<file path="src/rtl/peiq_pkg.sv">
package peiq_pkg;

    localparam int EVT_W = 5;
    localparam int NUM_EVENTS = 27;
    localparam int NUM_GRP = 3;
    localparam int NUM_EDGE = 4;
    localparam int NUM_SLOT = 17;
    localparam int COMM_SLOTS = 6;
    localparam int IO_SLOTS = 17;
    localparam int TIMED_SLOTS = 4;

    typedef logic [EVT_W-1:0] peiq_evt_type;

    // queue groups, highest priority first
    localparam int GRP_COMM = 0;
    localparam int GRP_IO = 1;
    localparam int GRP_TIMED = 2;

    // event numbers
    localparam peiq_evt_type EV_RISE0 = 5'h00;
    localparam peiq_evt_type EV_FALL0 = 5'h01;
    localparam peiq_evt_type EV_P0_RX_CHAR = 5'h08;
    localparam peiq_evt_type EV_P0_TX_DONE = 5'h09;
    localparam peiq_evt_type EV_PTIMER0 = 5'h0A;
    localparam peiq_evt_type EV_PTIMER1 = 5'h0B;
    localparam peiq_evt_type EV_CNT0_MATCH = 5'h0C;
    localparam peiq_evt_type EV_CNT1_MATCH = 5'h0D;
    localparam peiq_evt_type EV_CNT1_DIR = 5'h0E;
    localparam peiq_evt_type EV_CNT1_RESET = 5'h0F;
    localparam peiq_evt_type EV_CNT2_MATCH = 5'h10;
    localparam peiq_evt_type EV_CNT2_DIR = 5'h11;
    localparam peiq_evt_type EV_CNT2_RESET = 5'h12;
    localparam peiq_evt_type EV_PULSE0 = 5'h13;
    localparam peiq_evt_type EV_PULSE1 = 5'h14;
    localparam peiq_evt_type EV_MSTMR_A = 5'h15;
    localparam peiq_evt_type EV_MSTMR_B = 5'h16;
    localparam peiq_evt_type EV_P0_RX_MSG = 5'h17;
    localparam peiq_evt_type EV_P1_RX_MSG = 5'h18;
    localparam peiq_evt_type EV_P1_RX_CHAR = 5'h19;
    localparam peiq_evt_type EV_P1_TX_DONE = 5'h1A;

    // in-group service order for events that arrive together
    localparam peiq_evt_type COMM_SLOT [COMM_SLOTS] = '{
        EV_P0_RX_CHAR, EV_P0_TX_DONE, EV_P0_RX_MSG,
        EV_P1_RX_MSG, EV_P1_RX_CHAR, EV_P1_TX_DONE};
    localparam peiq_evt_type IO_SLOT [IO_SLOTS] = '{
        5'h00, EV_CNT0_MATCH, 5'h02, 5'h04, 5'h06, 5'h01, 5'h03, 5'h05,
        5'h07, EV_CNT1_MATCH, EV_CNT1_DIR, EV_CNT1_RESET, EV_CNT2_MATCH,
        EV_CNT2_DIR, EV_CNT2_RESET, EV_PULSE0, EV_PULSE1};
    localparam peiq_evt_type TIMED_SLOT [TIMED_SLOTS] = '{
        EV_PTIMER0, EV_PTIMER1, EV_MSTMR_A, EV_MSTMR_B};

    // register byte offsets
    localparam logic [11:0] OFS_CTRL = 12'h000;
    localparam logic [11:0] OFS_BIND = 12'h004;
    localparam logic [11:0] OFS_BOUND = 12'h008;
    localparam logic [11:0] OFS_PERIOD0 = 12'h00C;
    localparam logic [11:0] OFS_PERIOD1 = 12'h010;
    localparam logic [11:0] OFS_STATUS = 12'h014;
    localparam logic [11:0] OFS_DISPATCH = 12'h018;

    // field positions
    localparam int CTRL_RUN_BIT = 0;
    localparam int CTRL_GIE_BIT = 1;
    localparam int BIND_ATTACH_BIT = 8;
    localparam int STAT_BUSY_BIT = 3;
    localparam int STAT_REFUSED_BIT = 4;
    localparam int DISP_VALID_BIT = 31;

    // reset value and minimum of the period byte
    localparam logic [7:0] PERIOD_RESET = 8'h00;
    localparam logic [7:0] PERIOD_MIN = 8'h05;

    // timing
    localparam int CLK_PERIOD_NS = 20;
    localparam int TICK_NS = 1000000;
    localparam int TICK_CYCLES = TICK_NS / CLK_PERIOD_NS;

    typedef struct packed {
        logic [1:0] rx_char;
        logic [1:0] tx_done;
        logic [1:0] rx_msg;
        logic [2:0] cnt_match;
        logic [1:0] cnt_dir;
        logic [1:0] cnt_ext_reset;
        logic [1:0] pulse_done;
    } peiq_src_type;

    typedef struct packed {
        logic [15:0] count_value;
        logic [15:0] target_value;
    } peiq_mstmr_type;

endpackage

</file>
<file path="src/rtl/peiq_event_queue.sv">
`timescale 1ns/1ps
// Overview of operation
// - serial port receive and transmit completions raise communication events
// - each of four edge inputs raises separate rising and falling events
// - counter match, direction change and external reset events are accepted
// - each pulse train raises an event when its pulse count is done
// - events without a bound handler are ignored
// - periodic timer period is 5 to 255 ms, written before binding
// - two periodic timers, each with its own period byte and event
// - binding a periodic timer latches its period and, only in run mode, enables it
// - rebinding a periodic timer restarts timing with the new period
// - enabled periodic timer reloads and fires once per interval
// - leaving run mode or unbinding stops a periodic timer
// - global interrupt disable does not stop periodic timer queuing
// - ms match timers fire when count becomes equal to target on tick
// - groups rank communication first, then input/output, then timed
// - within a group events are served in queue order; the hold stage moves the lowest held slot first
// - one handler at a time, never preempted
// - events arriving during a handler wait in their group queue
// - queue depths 8, 16 and 8 entries
// - per-queue overflow flag, cleared when empty on return to main
// - port zero events first (rx_char, tx_done, rx_msg), then port one (rx_msg, rx_char, tx_done)
// - fixed in-group ranks for edge, counter, pulse and timed events
// - counter zero match and input zero edges exclude each other
module peiq_event_queue #(
    parameter int COMM_DEPTH = 8,
    parameter int IO_DEPTH = 16,
    parameter int TIMED_DEPTH = 8,
    parameter int TICK_CYCLES = peiq_pkg::TICK_CYCLES
) (
    input wire logic pclk, // 50 MHz clock
    input wire logic presetn, // async reset, active low
    input wire logic psel, // apb select
    input wire logic penable, // apb access phase
    input wire logic pwrite, // apb direction
    input wire logic [11:0] paddr, // apb byte address
    input wire logic [31:0] pwdata, // apb write data
    output logic pready, // apb ready
    output logic [31:0] prdata, // apb read data
    output logic pslverr, // apb error on unmapped address
    input wire logic [peiq_pkg::NUM_EDGE-1:0] edge_input_point, // pins
    input wire peiq_pkg::peiq_src_type src_event, // source pulses
    input wire peiq_pkg::peiq_mstmr_type ms_match_timer_a, // timer a
    input wire peiq_pkg::peiq_mstmr_type ms_match_timer_b, // timer b
    output logic handler_active, // a handler runs
    output logic [peiq_pkg::EVT_W-1:0] handler_event, // running event
    output logic comm_queue_overflow_flag, // comm events lost
    output logic io_queue_overflow_flag, // io events lost
    output logic timed_queue_overflow_flag // timed events lost
);
    import peiq_pkg::*;

    localparam int QMAX = (IO_DEPTH > COMM_DEPTH) ?
        ((IO_DEPTH > TIMED_DEPTH) ? IO_DEPTH : TIMED_DEPTH) :
        ((COMM_DEPTH > TIMED_DEPTH) ? COMM_DEPTH : TIMED_DEPTH);
    localparam int CNT_W = $clog2(QMAX + 1);
    localparam int TICK_W = $clog2(TICK_CYCLES);
    localparam logic [TICK_W-1:0] TICK_LAST = TICK_W'(TICK_CYCLES - 1);

    if (COMM_DEPTH < 1 || IO_DEPTH < 1 || TIMED_DEPTH < 1 ||
        QMAX > 64 || TICK_CYCLES < 2) begin : g_bad_params
        $error("peiq_event_queue: unsupported parameter values");
    end

    typedef struct packed {
        logic [NUM_EDGE-1:0] sync1;
        logic [NUM_EDGE-1:0] sync2;
        logic [NUM_EDGE-1:0] prev;
        logic [NUM_EVENTS-1:0] bound;
        logic run;
        logic gie;
        logic [1:0][7:0] per_wr;
        logic [1:0][7:0] per_lat;
        logic [1:0] pt_en;
        logic [1:0][7:0] pt_cnt;
        logic [TICK_W-1:0] div;
        logic tick;
        logic [1:0] ms_eq;
        logic [NUM_GRP-1:0][NUM_SLOT-1:0] hold;
        logic [NUM_GRP-1:0][QMAX-1:0][EVT_W-1:0] mem;
        logic [NUM_GRP-1:0][CNT_W-1:0] cnt;
        logic [NUM_GRP-1:0] ovf;
        logic busy;
        peiq_evt_type cur;
        logic refused;
        logic [31:0] prdata;
        logic pslverr;
    } peiq_state_type;

    peiq_state_type s_r, s_nxt;

    // maps a group slot to {valid, event number}
    function automatic logic [EVT_W:0] slot_map(input int g, input int sl);
        logic [EVT_W:0] r;
        r = '0;
        if (g == GRP_COMM && sl < COMM_SLOTS) begin
            r = {1'b1, COMM_SLOT[sl]};
        end else if (g == GRP_IO && sl < IO_SLOTS) begin
            r = {1'b1, IO_SLOT[sl]};
        end else if (g == GRP_TIMED && sl < TIMED_SLOTS) begin
            r = {1'b1, TIMED_SLOT[sl]};
        end
        return r;
    endfunction

    function automatic logic [CNT_W-1:0] qdepth(input int g);
        logic [CNT_W-1:0] d;
        d = CNT_W'(TIMED_DEPTH);
        if (g == GRP_COMM) begin
            d = CNT_W'(COMM_DEPTH);
        end else if (g == GRP_IO) begin
            d = CNT_W'(IO_DEPTH);
        end
        return d;
    endfunction

    logic [NUM_EDGE-1:0] rise, fall;
    logic [NUM_EVENTS-1:0] raw;
    logic [1:0] pt_fire, ms_fire, ms_eq_now;
    logic [NUM_GRP-1:0] take, drop;
    logic [NUM_GRP-1:0][EVT_W-1:0] take_evt;
    logic [EVT_W:0] m;
    logic wr_acc, setup, ret_wr, dispatch, bind_wr, attach_ok;
    peiq_evt_type bind_evt;
    peiq_mstmr_type [1:0] mstmr;
    assign mstmr[0] = ms_match_timer_a;
    assign mstmr[1] = ms_match_timer_b;
    always_comb begin
        s_nxt = s_r;
        // the first stage is only ever copied into the second
        s_nxt.sync1 = edge_input_point;
        s_nxt.sync2 = s_r.sync1;
        s_nxt.prev = s_r.sync2;
        rise = s_r.sync2 & ~s_r.prev;
        fall = ~s_r.sync2 & s_r.prev;
        // 1 ms system tick
        s_nxt.tick = 1'b0;
        if (s_r.div == TICK_LAST) begin
            s_nxt.div = '0;
            s_nxt.tick = 1'b1;
        end else begin
            s_nxt.div = s_r.div + 1'b1;
        end
        // match timers fire on the update that first sees equality
        for (int t = 0; t < 2; t++) begin
            ms_eq_now[t] = mstmr[t].count_value == mstmr[t].target_value;
            ms_fire[t] = s_r.tick & ms_eq_now[t] & ~s_r.ms_eq[t];
            if (s_r.tick) begin
                s_nxt.ms_eq[t] = ms_eq_now[t];
            end
        end
        for (int t = 0; t < 2; t++) begin
            pt_fire[t] = 1'b0;
            if (s_r.pt_en[t] && s_r.tick) begin
                if (s_r.pt_cnt[t] + 8'h01 >= s_r.per_lat[t]) begin
                    pt_fire[t] = 1'b1;
                    s_nxt.pt_cnt[t] = '0;
                end else begin
                    s_nxt.pt_cnt[t] = s_r.pt_cnt[t] + 8'h01;
                end
            end
        end
        if (!s_r.run) begin
            s_nxt.pt_en = '0;
        end
        raw = '0;
        for (int i = 0; i < NUM_EDGE; i++) begin
            raw[2*i] = rise[i];
            raw[2*i+1] = fall[i];
        end
        raw[EV_P0_RX_CHAR] = src_event.rx_char[0];
        raw[EV_P0_TX_DONE] = src_event.tx_done[0];
        raw[EV_P0_RX_MSG] = src_event.rx_msg[0];
        raw[EV_P1_RX_CHAR] = src_event.rx_char[1];
        raw[EV_P1_TX_DONE] = src_event.tx_done[1];
        raw[EV_P1_RX_MSG] = src_event.rx_msg[1];
        raw[EV_CNT0_MATCH] = src_event.cnt_match[0];
        raw[EV_CNT1_MATCH] = src_event.cnt_match[1];
        raw[EV_CNT2_MATCH] = src_event.cnt_match[2];
        raw[EV_CNT1_DIR] = src_event.cnt_dir[0];
        raw[EV_CNT2_DIR] = src_event.cnt_dir[1];
        raw[EV_CNT1_RESET] = src_event.cnt_ext_reset[0];
        raw[EV_CNT2_RESET] = src_event.cnt_ext_reset[1];
        raw[EV_PULSE0] = src_event.pulse_done[0];
        raw[EV_PULSE1] = src_event.pulse_done[1];
        raw[EV_PTIMER0] = pt_fire[0];
        raw[EV_PTIMER1] = pt_fire[1];
        raw[EV_MSTMR_A] = ms_fire[0];
        raw[EV_MSTMR_B] = ms_fire[1];
        // apb: zero wait states, read data prepared in the setup cycle
        setup = psel & ~penable;
        wr_acc = psel & penable & pwrite;
        bind_wr = wr_acc && paddr == OFS_BIND;
        ret_wr = wr_acc && paddr == OFS_DISPATCH;
        bind_evt = pwdata[EVT_W-1:0];
        attach_ok = 1'b0;
        if (wr_acc && paddr == OFS_CTRL) begin
            s_nxt.run = pwdata[CTRL_RUN_BIT];
            s_nxt.gie = pwdata[CTRL_GIE_BIT];
        end else if (wr_acc && paddr == OFS_PERIOD0) begin
            s_nxt.per_wr[0] = pwdata[7:0];
        end else if (wr_acc && paddr == OFS_PERIOD1) begin
            s_nxt.per_wr[1] = pwdata[7:0];
        end
        if (bind_wr && pwdata[BIND_ATTACH_BIT]) begin
            attach_ok = bind_evt < EVT_W'(NUM_EVENTS);
            if (bind_evt == EV_CNT0_MATCH &&
                (s_r.bound[EV_RISE0] || s_r.bound[EV_FALL0])) begin
                attach_ok = 1'b0;
            end
            if ((bind_evt == EV_RISE0 || bind_evt == EV_FALL0) &&
                s_r.bound[EV_CNT0_MATCH]) begin
                attach_ok = 1'b0;
            end
            for (int t = 0; t < 2; t++) begin
                if (bind_evt == EV_PTIMER0 + EVT_W'(t) &&
                    s_r.per_wr[t] < PERIOD_MIN) begin
                    attach_ok = 1'b0;
                end
            end
            s_nxt.refused = ~attach_ok;
            if (attach_ok) begin
                s_nxt.bound[bind_evt] = 1'b1;
                for (int t = 0; t < 2; t++) begin
                    if (bind_evt == EV_PTIMER0 + EVT_W'(t)) begin
                        s_nxt.per_lat[t] = s_r.per_wr[t];
                        s_nxt.pt_cnt[t] = '0;
                        s_nxt.pt_en[t] = s_r.run;
                    end
                end
            end
        end else if (bind_wr && bind_evt < EVT_W'(NUM_EVENTS)) begin
            s_nxt.bound[bind_evt] = 1'b0;
            for (int t = 0; t < 2; t++) begin
                if (bind_evt == EV_PTIMER0 + EVT_W'(t)) begin
                    s_nxt.pt_en[t] = 1'b0;
                end
            end
        end
        // return from handler; flags clear only for queues left empty
        if (ret_wr && s_r.busy) begin
            s_nxt.busy = 1'b0;
            for (int g = 0; g < NUM_GRP; g++) begin
                if (s_r.cnt[g] == '0) begin
                    s_nxt.ovf[g] = 1'b0;
                end
            end
        end
        // start the next handler only once none is running
        dispatch = 1'b0;
        if (!s_r.busy && s_r.run && s_r.gie) begin
            for (int g = 0; g < NUM_GRP; g++) begin
                if (!dispatch && s_r.cnt[g] != '0) begin
                    dispatch = 1'b1;
                    s_nxt.busy = 1'b1;
                    s_nxt.cur = s_r.mem[g][0];
                    for (int i = 0; i < QMAX - 1; i++) begin
                        s_nxt.mem[g][i] = s_r.mem[g][i+1];
                    end
                    s_nxt.cnt[g] = s_r.cnt[g] - 1'b1;
                end
            end
        end
        // one latched event per group moves into its queue per cycle;
        // the hold stage costs a cycle but keeps one write port per queue
        for (int g = 0; g < NUM_GRP; g++) begin
            take[g] = 1'b0;
            take_evt[g] = '0;
            drop[g] = 1'b0;
            for (int sl = 0; sl < NUM_SLOT; sl++) begin
                m = slot_map(g, sl);
                if (!take[g] && s_r.hold[g][sl]) begin
                    take[g] = 1'b1;
                    take_evt[g] = m[EVT_W-1:0];
                    s_nxt.hold[g][sl] = 1'b0;
                end
            end
            for (int sl = 0; sl < NUM_SLOT; sl++) begin
                m = slot_map(g, sl);
                if (m[EVT_W] && raw[m[EVT_W-1:0]] &&
                    s_r.bound[m[EVT_W-1:0]]) begin
                    if (s_nxt.hold[g][sl]) begin
                        drop[g] = 1'b1;
                    end else begin
                        s_nxt.hold[g][sl] = 1'b1;
                    end
                end
            end
            if (take[g]) begin
                if (s_nxt.cnt[g] >= qdepth(g)) begin
                    drop[g] = 1'b1;
                end else begin
                    s_nxt.mem[g][s_nxt.cnt[g]] = take_evt[g];
                    s_nxt.cnt[g] = s_nxt.cnt[g] + 1'b1;
                end
            end
            // a loss in the same cycle as the clear keeps the flag set
            if (drop[g]) begin
                s_nxt.ovf[g] = 1'b1;
            end
        end

        if (setup) begin
            s_nxt.pslverr = 1'b0;
            s_nxt.prdata = '0;
            if (paddr == OFS_CTRL) begin
                s_nxt.prdata[CTRL_RUN_BIT] = s_r.run;
                s_nxt.prdata[CTRL_GIE_BIT] = s_r.gie;
            end else if (paddr == OFS_BIND) begin
                s_nxt.prdata = '0;
            end else if (paddr == OFS_BOUND) begin
                s_nxt.prdata[NUM_EVENTS-1:0] = s_r.bound;
            end else if (paddr == OFS_PERIOD0) begin
                s_nxt.prdata[7:0] = s_r.per_wr[0];
            end else if (paddr == OFS_PERIOD1) begin
                s_nxt.prdata[7:0] = s_r.per_wr[1];
            end else if (paddr == OFS_STATUS) begin
                s_nxt.prdata[NUM_GRP-1:0] = s_r.ovf;
                s_nxt.prdata[STAT_BUSY_BIT] = s_r.busy;
                s_nxt.prdata[STAT_REFUSED_BIT] = s_r.refused;
            end else if (paddr == OFS_DISPATCH) begin
                s_nxt.prdata[DISP_VALID_BIT] = s_r.busy;
                s_nxt.prdata[EVT_W-1:0] = s_r.cur;
            end else begin
                s_nxt.pslverr = 1'b1;
            end
        end
    end

    always_ff @(posedge pclk or negedge presetn) begin
        if (!presetn) begin
            s_r <= '0;
        end else begin
            s_r <= s_nxt;
        end
    end

    assign pready = 1'b1;
    assign prdata = s_r.prdata;
    assign pslverr = psel & penable & s_r.pslverr;
    assign handler_active = s_r.busy;
    assign handler_event = s_r.cur;
    assign comm_queue_overflow_flag = s_r.ovf[GRP_COMM];
    assign io_queue_overflow_flag = s_r.ovf[GRP_IO];
    assign timed_queue_overflow_flag = s_r.ovf[GRP_TIMED];
endmodule // peiq_event_queue

</file>
<file path="config.mk">
export PLATFORM = sky130hd
export DESIGN_NAME = peiq_event_queue
export DESIGN_NICKNAME = d
export VERILOG_FILES = /design/src/rtl/peiq_pkg.sv /design/src/rtl/peiq_event_queue.sv
export SDC_FILE = /design/constraint.sdc
export NUM_CORES = 1
export LEC_CHECK = 0
export BUFFER_PORTS_ARGS = -buffer_cell sky130_fd_sc_hd__buf_4
export CORE_MARGIN = 2
export CORE_UTILIZATION = 50
export DETAILED_ROUTE_END_ITERATION = 6
export HOLD_SLACK_MARGIN = 0.08
export PLACE_DENSITY = 0.71
export SYNTH_ARGS = -nofsm -noshare
export SYNTH_HDL_FRONTEND = slang
export SYNTH_SLANG_ARGS = --single-unit
</file>
<file path="constraint.sdc">
create_clock -name pclk -period 3.05 [get_ports pclk]
set_input_delay 0.1525 -clock pclk [delete_from_list [all_inputs] [get_ports pclk]]
set_output_delay 0.1525 -clock pclk [all_outputs]
set_load 0.02 [all_outputs]
</file>
After elaboration in Yosys (flattened, before gate mapping)
Index checks and enable logic that the tools add are counted.
{"block": "classes", "muxes": 259, "add_sub_neg": 9, "n_eq_ne": 14, "order_cmp": 16, "reduce_logical": 130, "bitwise": 24}
{"op": "$mux 75", "count": 11}
{"op": "$bwmux 80", "count": 3}
{"op": "$mux 5", "count": 39}
{"op": "$mux 1", "count": 170}
{"op": "$mux 27", "count": 4}
{"op": "$mux 90", "count": 1}
{"op": "$logic_and 1x1->1", "count": 73}
{"op": "$mux 8", "count": 8}
{"op": "$demux 5 s4", "count": 3}
{"op": "$eq 12x5->1 const B", "count": 3}
{"op": "$eq 16x16->1", "count": 2}
{"op": "$mux 16", "count": 2}
{"op": "$mux 30", "count": 1}
{"op": "$and 27x27->27", "count": 1}
{"op": "$logic_not 1->1", "count": 27}
{"op": "$not 27->27", "count": 1}
{"op": "$or 27x27->27", "count": 1}
{"op": "$eq 12x4->1 const B", "count": 2}
{"op": "$mux 6", "count": 4}
{"op": "$ge 5x1->1 const B", "count": 4}
{"op": "$logic_not 5->1", "count": 4}
{"op": "$lt 5x5->1 const B", "count": 4}
{"op": "$mux 4", "count": 5}
{"op": "$mux 19", "count": 1}
{"op": "other kinds (29)", "count": 78}
{"block": "totals", "output_inout_bits": 43, "inputBits": 132, "regBits": 435, "word_cells": 530}

Logic depth before layout (Yosys ltp)
{"block": "logic_depth", "word_depth": 55, "mapped_depth": 15, "depth_no_buf": 12}

Least setup slack after synthesis
OpenSTA, ideal clock, no wires.
{"block": "synth_path", "path_type": "reg2reg", "startpoint": "reg s_r[43] (netlist name)", "endpoint": "reg s_r[215] (netlist name)", "stages_incl_launch_ff": 15, "synth_period_minus_slack_ps": 3136, "path_slack_ps": -86, "setup_ps": 150, "path_buffers": 3, "arrival_ps": 2986, "path_cell_list": "dfrtp_1 > inv_1 > ha_1 > or4b_4 > buf_6 > nor3_1 > buf_2 > buf_2 > xnor2_1 > inv_1 > ha_1 > and2_1 > ha_1 > nand2_1 > o21ai_0"}
{"block": "synth_between", "elab_chain_cells": 12, "word_cells_on_any_way": 16, "classes_between": "3 x order compare; 7 x mux; 1 x bitwise; 5 x reduce/logical"}
{"element": "from (decl)", "line_no": "peiq_event_queue.sv:90", "source": "peiq_state_type s_r, s_nxt;"}
{"element": "from (signal assigned)", "line_no": "peiq_event_queue.sv:334", "source": "s_r <= s_nxt;"}
{"element": "$reduce_bool 5->1 *", "line_no": "peiq_event_queue.sv:253", "source": "if (!dispatch && s_r.cnt[g] != '0) begin"}
{"element": "$mux 1 *", "line_no": "peiq_event_queue.sv:253"}
{"element": "$mux 1 *", "line_no": "peiq_event_queue.sv:251", "source": "if (!s_r.busy && s_r.run && s_r.gie) begin"}
{"element": "$logic_not 1->1 *", "line_no": "peiq_event_queue.sv:253"}
{"element": "$logic_and 1x1->1 *", "line_no": "peiq_event_queue.sv:253"}
{"element": "$mux 5 *", "line_no": "peiq_event_queue.sv:253"}
{"element": "$mux 90 *", "line_no": "peiq_event_queue.sv:251"}
{"element": "$ge 5x1->1 (implied by the code) / $lt 5x5->1 (equally long branches)", "line_no": "peiq_event_queue.sv:293", "source": "s_nxt.mem[g][s_nxt.cnt[g]] = take_evt[g];"}
{"element": "$logic_and 1x1->1 (implied by the code)", "line_no": "peiq_event_queue.sv:293"}
{"element": "$mux 5 (implied by the code)", "line_no": "peiq_event_queue.sv:293"}
{"element": "$demux 5 s4", "line_no": "peiq_event_queue.sv:293"}
{"element": "$bwmux 80", "line_no": "peiq_event_queue.sv:293"}
Mark *: on every way between the ends. The rest lies on a longest branch, timed or not. The select of a mux whose other input is x is not followed.
A chain may end at the register's enable or synchronous reset.

==> summary.md <==
| Metric | Value |
|---|---|
| Met3 WL | `2290 um` |
| Worst slack at placement | `-13.2 ps` |
| Routability Congestion | `0.877` |
| CP Launch Type | `register` |
| Via count | `15100` |
| Synth Area in Compound Gates | `0.0939` |
| DP Cell Count | `2553` |
| Netlist cell types | `between 70 and 80` |
| Core Rows | `75` |
| Setup TNS | `0 ps` |
| XOR/XNOR share of the synthesized area | `0.0300` |
| Placed Area | `0.0229 mm2` |
| Number of synthesis warnings | `0` |
| Seq cells post-synth | `430` |
| Final Util | `0.593` |
| Critical path depth | `10` |
| Min Tclk post-route | `2940 ps` |
| Max VDD drop | `around 0.38 mV` |
| Max-slew violations | `0` |
| Die Area | `0.0442 mm2` |
| # fillers | `3395` |
| Die W | `approximately 210 um` |
| GRT overflow | `0` |
| DRC violations left | `0` |
| Worst min path class | `input port to asynchronous set/reset pin` |
| DR iter-0 viols | `around 1100` |
| Via/cell ratio | `5.67` |
| Post-route ant nets | `0` |
| Non-Filler Instances | `2672` |
| Clock slew at reported path FFs | `60 ps` |
| DRT Pass-1 Iters | `6` |
| Slew headroom | `0.355` |
| Crit. End Element | `register` |
| Status | `complete, no violations` |
| CTS Buf Count | `45` |
| ANT cells | `0` |
| Buffers on Ports | `146` |
| R2R depth | `10` |
| Nets@finish | `2270` |
| WL met2 | `22700 um` |
| Seq pwr share | `0.490` |
| Leading area contributor after synthesis | `dfrtp_1` |
| DPL Wire Length | `roughly 34000 um` |
| WHS | `144 ps` |
| Maximum achievable frequency | `341 MHz` |
| Global-route usage over all layers | `0.222` |
| Clk pwr share | `0.474` |
| Combinational share of power | `0.035` |
| Final setup vio count | `0` |
| Worst path required time | `3510 ps` |
| M1 wire length | `approximately 22000 um` |
| CTS tree | `yes` |
| DRT Wirelength | `48700 um` |
| Setup ws final | `between 100 and 150 ps` |
| Int Power | `9.18 mW` |
| First-pass GRT wire length | `79800 um` |
| Worst skew pair latency | `approximately 560 ps` |
| Net Sw Power | `~2.5 mW` |
| Data arrival, critical path | `3390 ps` |
| Critical path's slowest cell | `or4b_4` |
| # clock sinks | `430` |
| Antenna violations before repair | `0` |
| Die height | `210 um` |
| Crit path buf inv count | `3` |
| Switching fraction of total power | `0.213` |
| Largest net degree at the start of global routing | `102` |
| Clk root buf | `clkbuf_16` |
| Layout cells sized above 1 | `0.195` |
| Reg area | `around 0.011 mm2` |
| Fin Clk Skew | `19.6 ps` |
| Final hold vios | `0` |
| Post-synth top flop | `dfrtp_1` |
| Largest family of logic cells by synthesized area | `multiplexers` |
| Top cell type's share of synthesized area | `0.507` |
| Bufs on Longest Clock Path | `3` |
| Syn_area_per_cell | `around 11 um2` |
| H-tree depth | `2` |
| Total power | `11.7 mW` |
| Initial Utilization | `0.506` |
| Sequential share of the synthesized area | `0.507` |
| Routed len/inst | `18.2 um` |
| Largest cells by area after synthesis | `dfrtp_1, mux2i_1, nand2_1` |
| Top cells by count, synth | `dfrtp_1, mux2i_1, nand2_1, o21ai_0, nor2_1` |
| Mux cell area share after synthesis | `0.177` |
| Top layer in use | `met4` |
| P&R area growth vs syn | `17.1%` |
| Worst-margin pin slew | `968 ps` |
| Simple-Gate Fraction of Synth Area | `0.126` |
| Critical path peak fanout | `8` |
| Total power per unit cell area | `~470 mW/mm2` |
| Cells after Synth | `1936` |
| Share of flip-flops with an asynchronous set or reset | `1.00` |
| # IOs | `approximately 180` |
| Cell Chain, Critical Path | `inv_1 > ha_1 > or4b_4 > nor4_4 > xnor2_1 > buf_4 > inv_1 > ha_1 > and3_1 > a2bb2oi_1` |
| WS Path Type | `register to register` |
| Leak Pwr | `11.4 nW` |
| Final Instance Area | `roughly 0.025 mm2` |
| Max Cap Viol | `0` |
| CP max stage delay | `roughly 590 ps` |
| Crit share post-route | `0.962` |
| Most numerous cell in the Yosys netlist | `dfrtp_1` |
| Cell family with most CP delay | `simple AND/OR/NAND/NOR gates` |
| Vias in the first global route | `15300` |
| Synth Area in Adders | `0.0218` |
| Mapped Area | `about 0.021 mm2` |
| Area of the multi-input gates | `0.00966 mm2` |
| EDFF count, synth | `0` |
| Core area | `0.0419 mm2` |
==> state kept, by name, summed over array words and instances (netlist names), named ones only <==
name / cells
io_queue_overflow_flag: 1
s_r: 358
handler_active: 1
handler_event: 5
s_nxt: 8
comm_queue_overflow_flag: 1
timed_queue_overflow_flag: 1
prdata: 28
==> power groups by stage <==
stage	clock [mW]	combinational [mW]	sequential (mW)
after floorplan	0	0.103	5.82
after global placement	0	0.372	5.82
after detailed placement	0	0.380	5.82
after CTS	5.62	0.420	5.72
after global routing	5.86	0.457	5.72
final	5.53	0.413	5.72
==> per-layer routing <==
layer,vias to the layer above,GRT usage
li1,7174,-
met1,7466,0.306
met2,407,0.357
met3,100,0.0349
met4,0,0.0839
met5,-,0
==> worst reg2reg max path: cells and delay by family (launching register included) <==
family / cells / cell delay (ps)
AOI/OAI and AO/OA: 1 / 240
xor gates and xnor gates: 1 / 170
adders and majority gates: 2 / 390
buffers and inverters: 3 / 330
DFF: 1 / 380
and+or+nand+nor: 3 / 1340
==> layout make-up <==
type	count	share of cell area
clock buffers	64	0.0535
multi-input cells	1316	0.388
clock inverters	15	0.00659
flip-flops and latches	430	0.433
well taps	539	0.0271
inverters	55	0.00830
repair buffers	253	0.0832
==> cells in the final DEF, fill, tap and decap left out, drive strengths merged, types with 10 or more instances in the layout <==
| cell | count |
|---|---|
| dfrtp | 430 |
| mux2i | 305 |
| buf | 216 |
| nand2 | 214 |
| o21ai | 119 |
| nor2 | 96 |
| clkbuf | 64 |
| mux2 | 62 |
| inv | 56 |
| xnor2 | 53 |
| nand3 | 43 |
| dlygate4sd3 | 37 |
| ha | 37 |
| a21oi | 33 |
| nor3 | 33 |
| nand4 | 31 |
| a22o | 30 |
| and3 | 25 |
| nand2b | 24 |
| o31ai | 21 |
| xor2 | 19 |
| o2111ai | 11 |
| nor2b | 11 |
| nor4 | 10 |
==> cell families (layout without fill, tap and decap cells) <==
logic type | count (synthesis) | count (layout)
adder cells (fa/ha/maj) | 37 | 37
flip-flops | 430 | 430
AO/OA/AOI/OAI | 295 | 295
XOR/XNOR | 72 | 72
buffers and inverters | 193 | 387
multiplexers | 367 | 367
AND/OR/NAND/NOR | 540 | 540
other | 2 | 5
==> worst paths after layout <==
kind / start / to / slack (ps)
worst max-delay path: s_r[43] / s_r[251] / 110
worst min-delay path: presetn / s_r[372] / 140
worst min register to register: s_nxt[451] / s_nxt[447] / 350
min in group pclk: ms_match_timer_b[20] / s_r[335] / 150
max in group asynchronous: presetn / s_r[125] / 1930
worst max register to register: s_r[43] / s_r[251] / 110
==> timing repair <==
action,CTS,global route
setup endpoints to repair,6,78
hold buffers,37,0
gates resized for setup,3,19
hold endpoints to repair,135,0
buffers inserted,2,1
pin swaps,1,3
(Power assumes the default switching activity.)
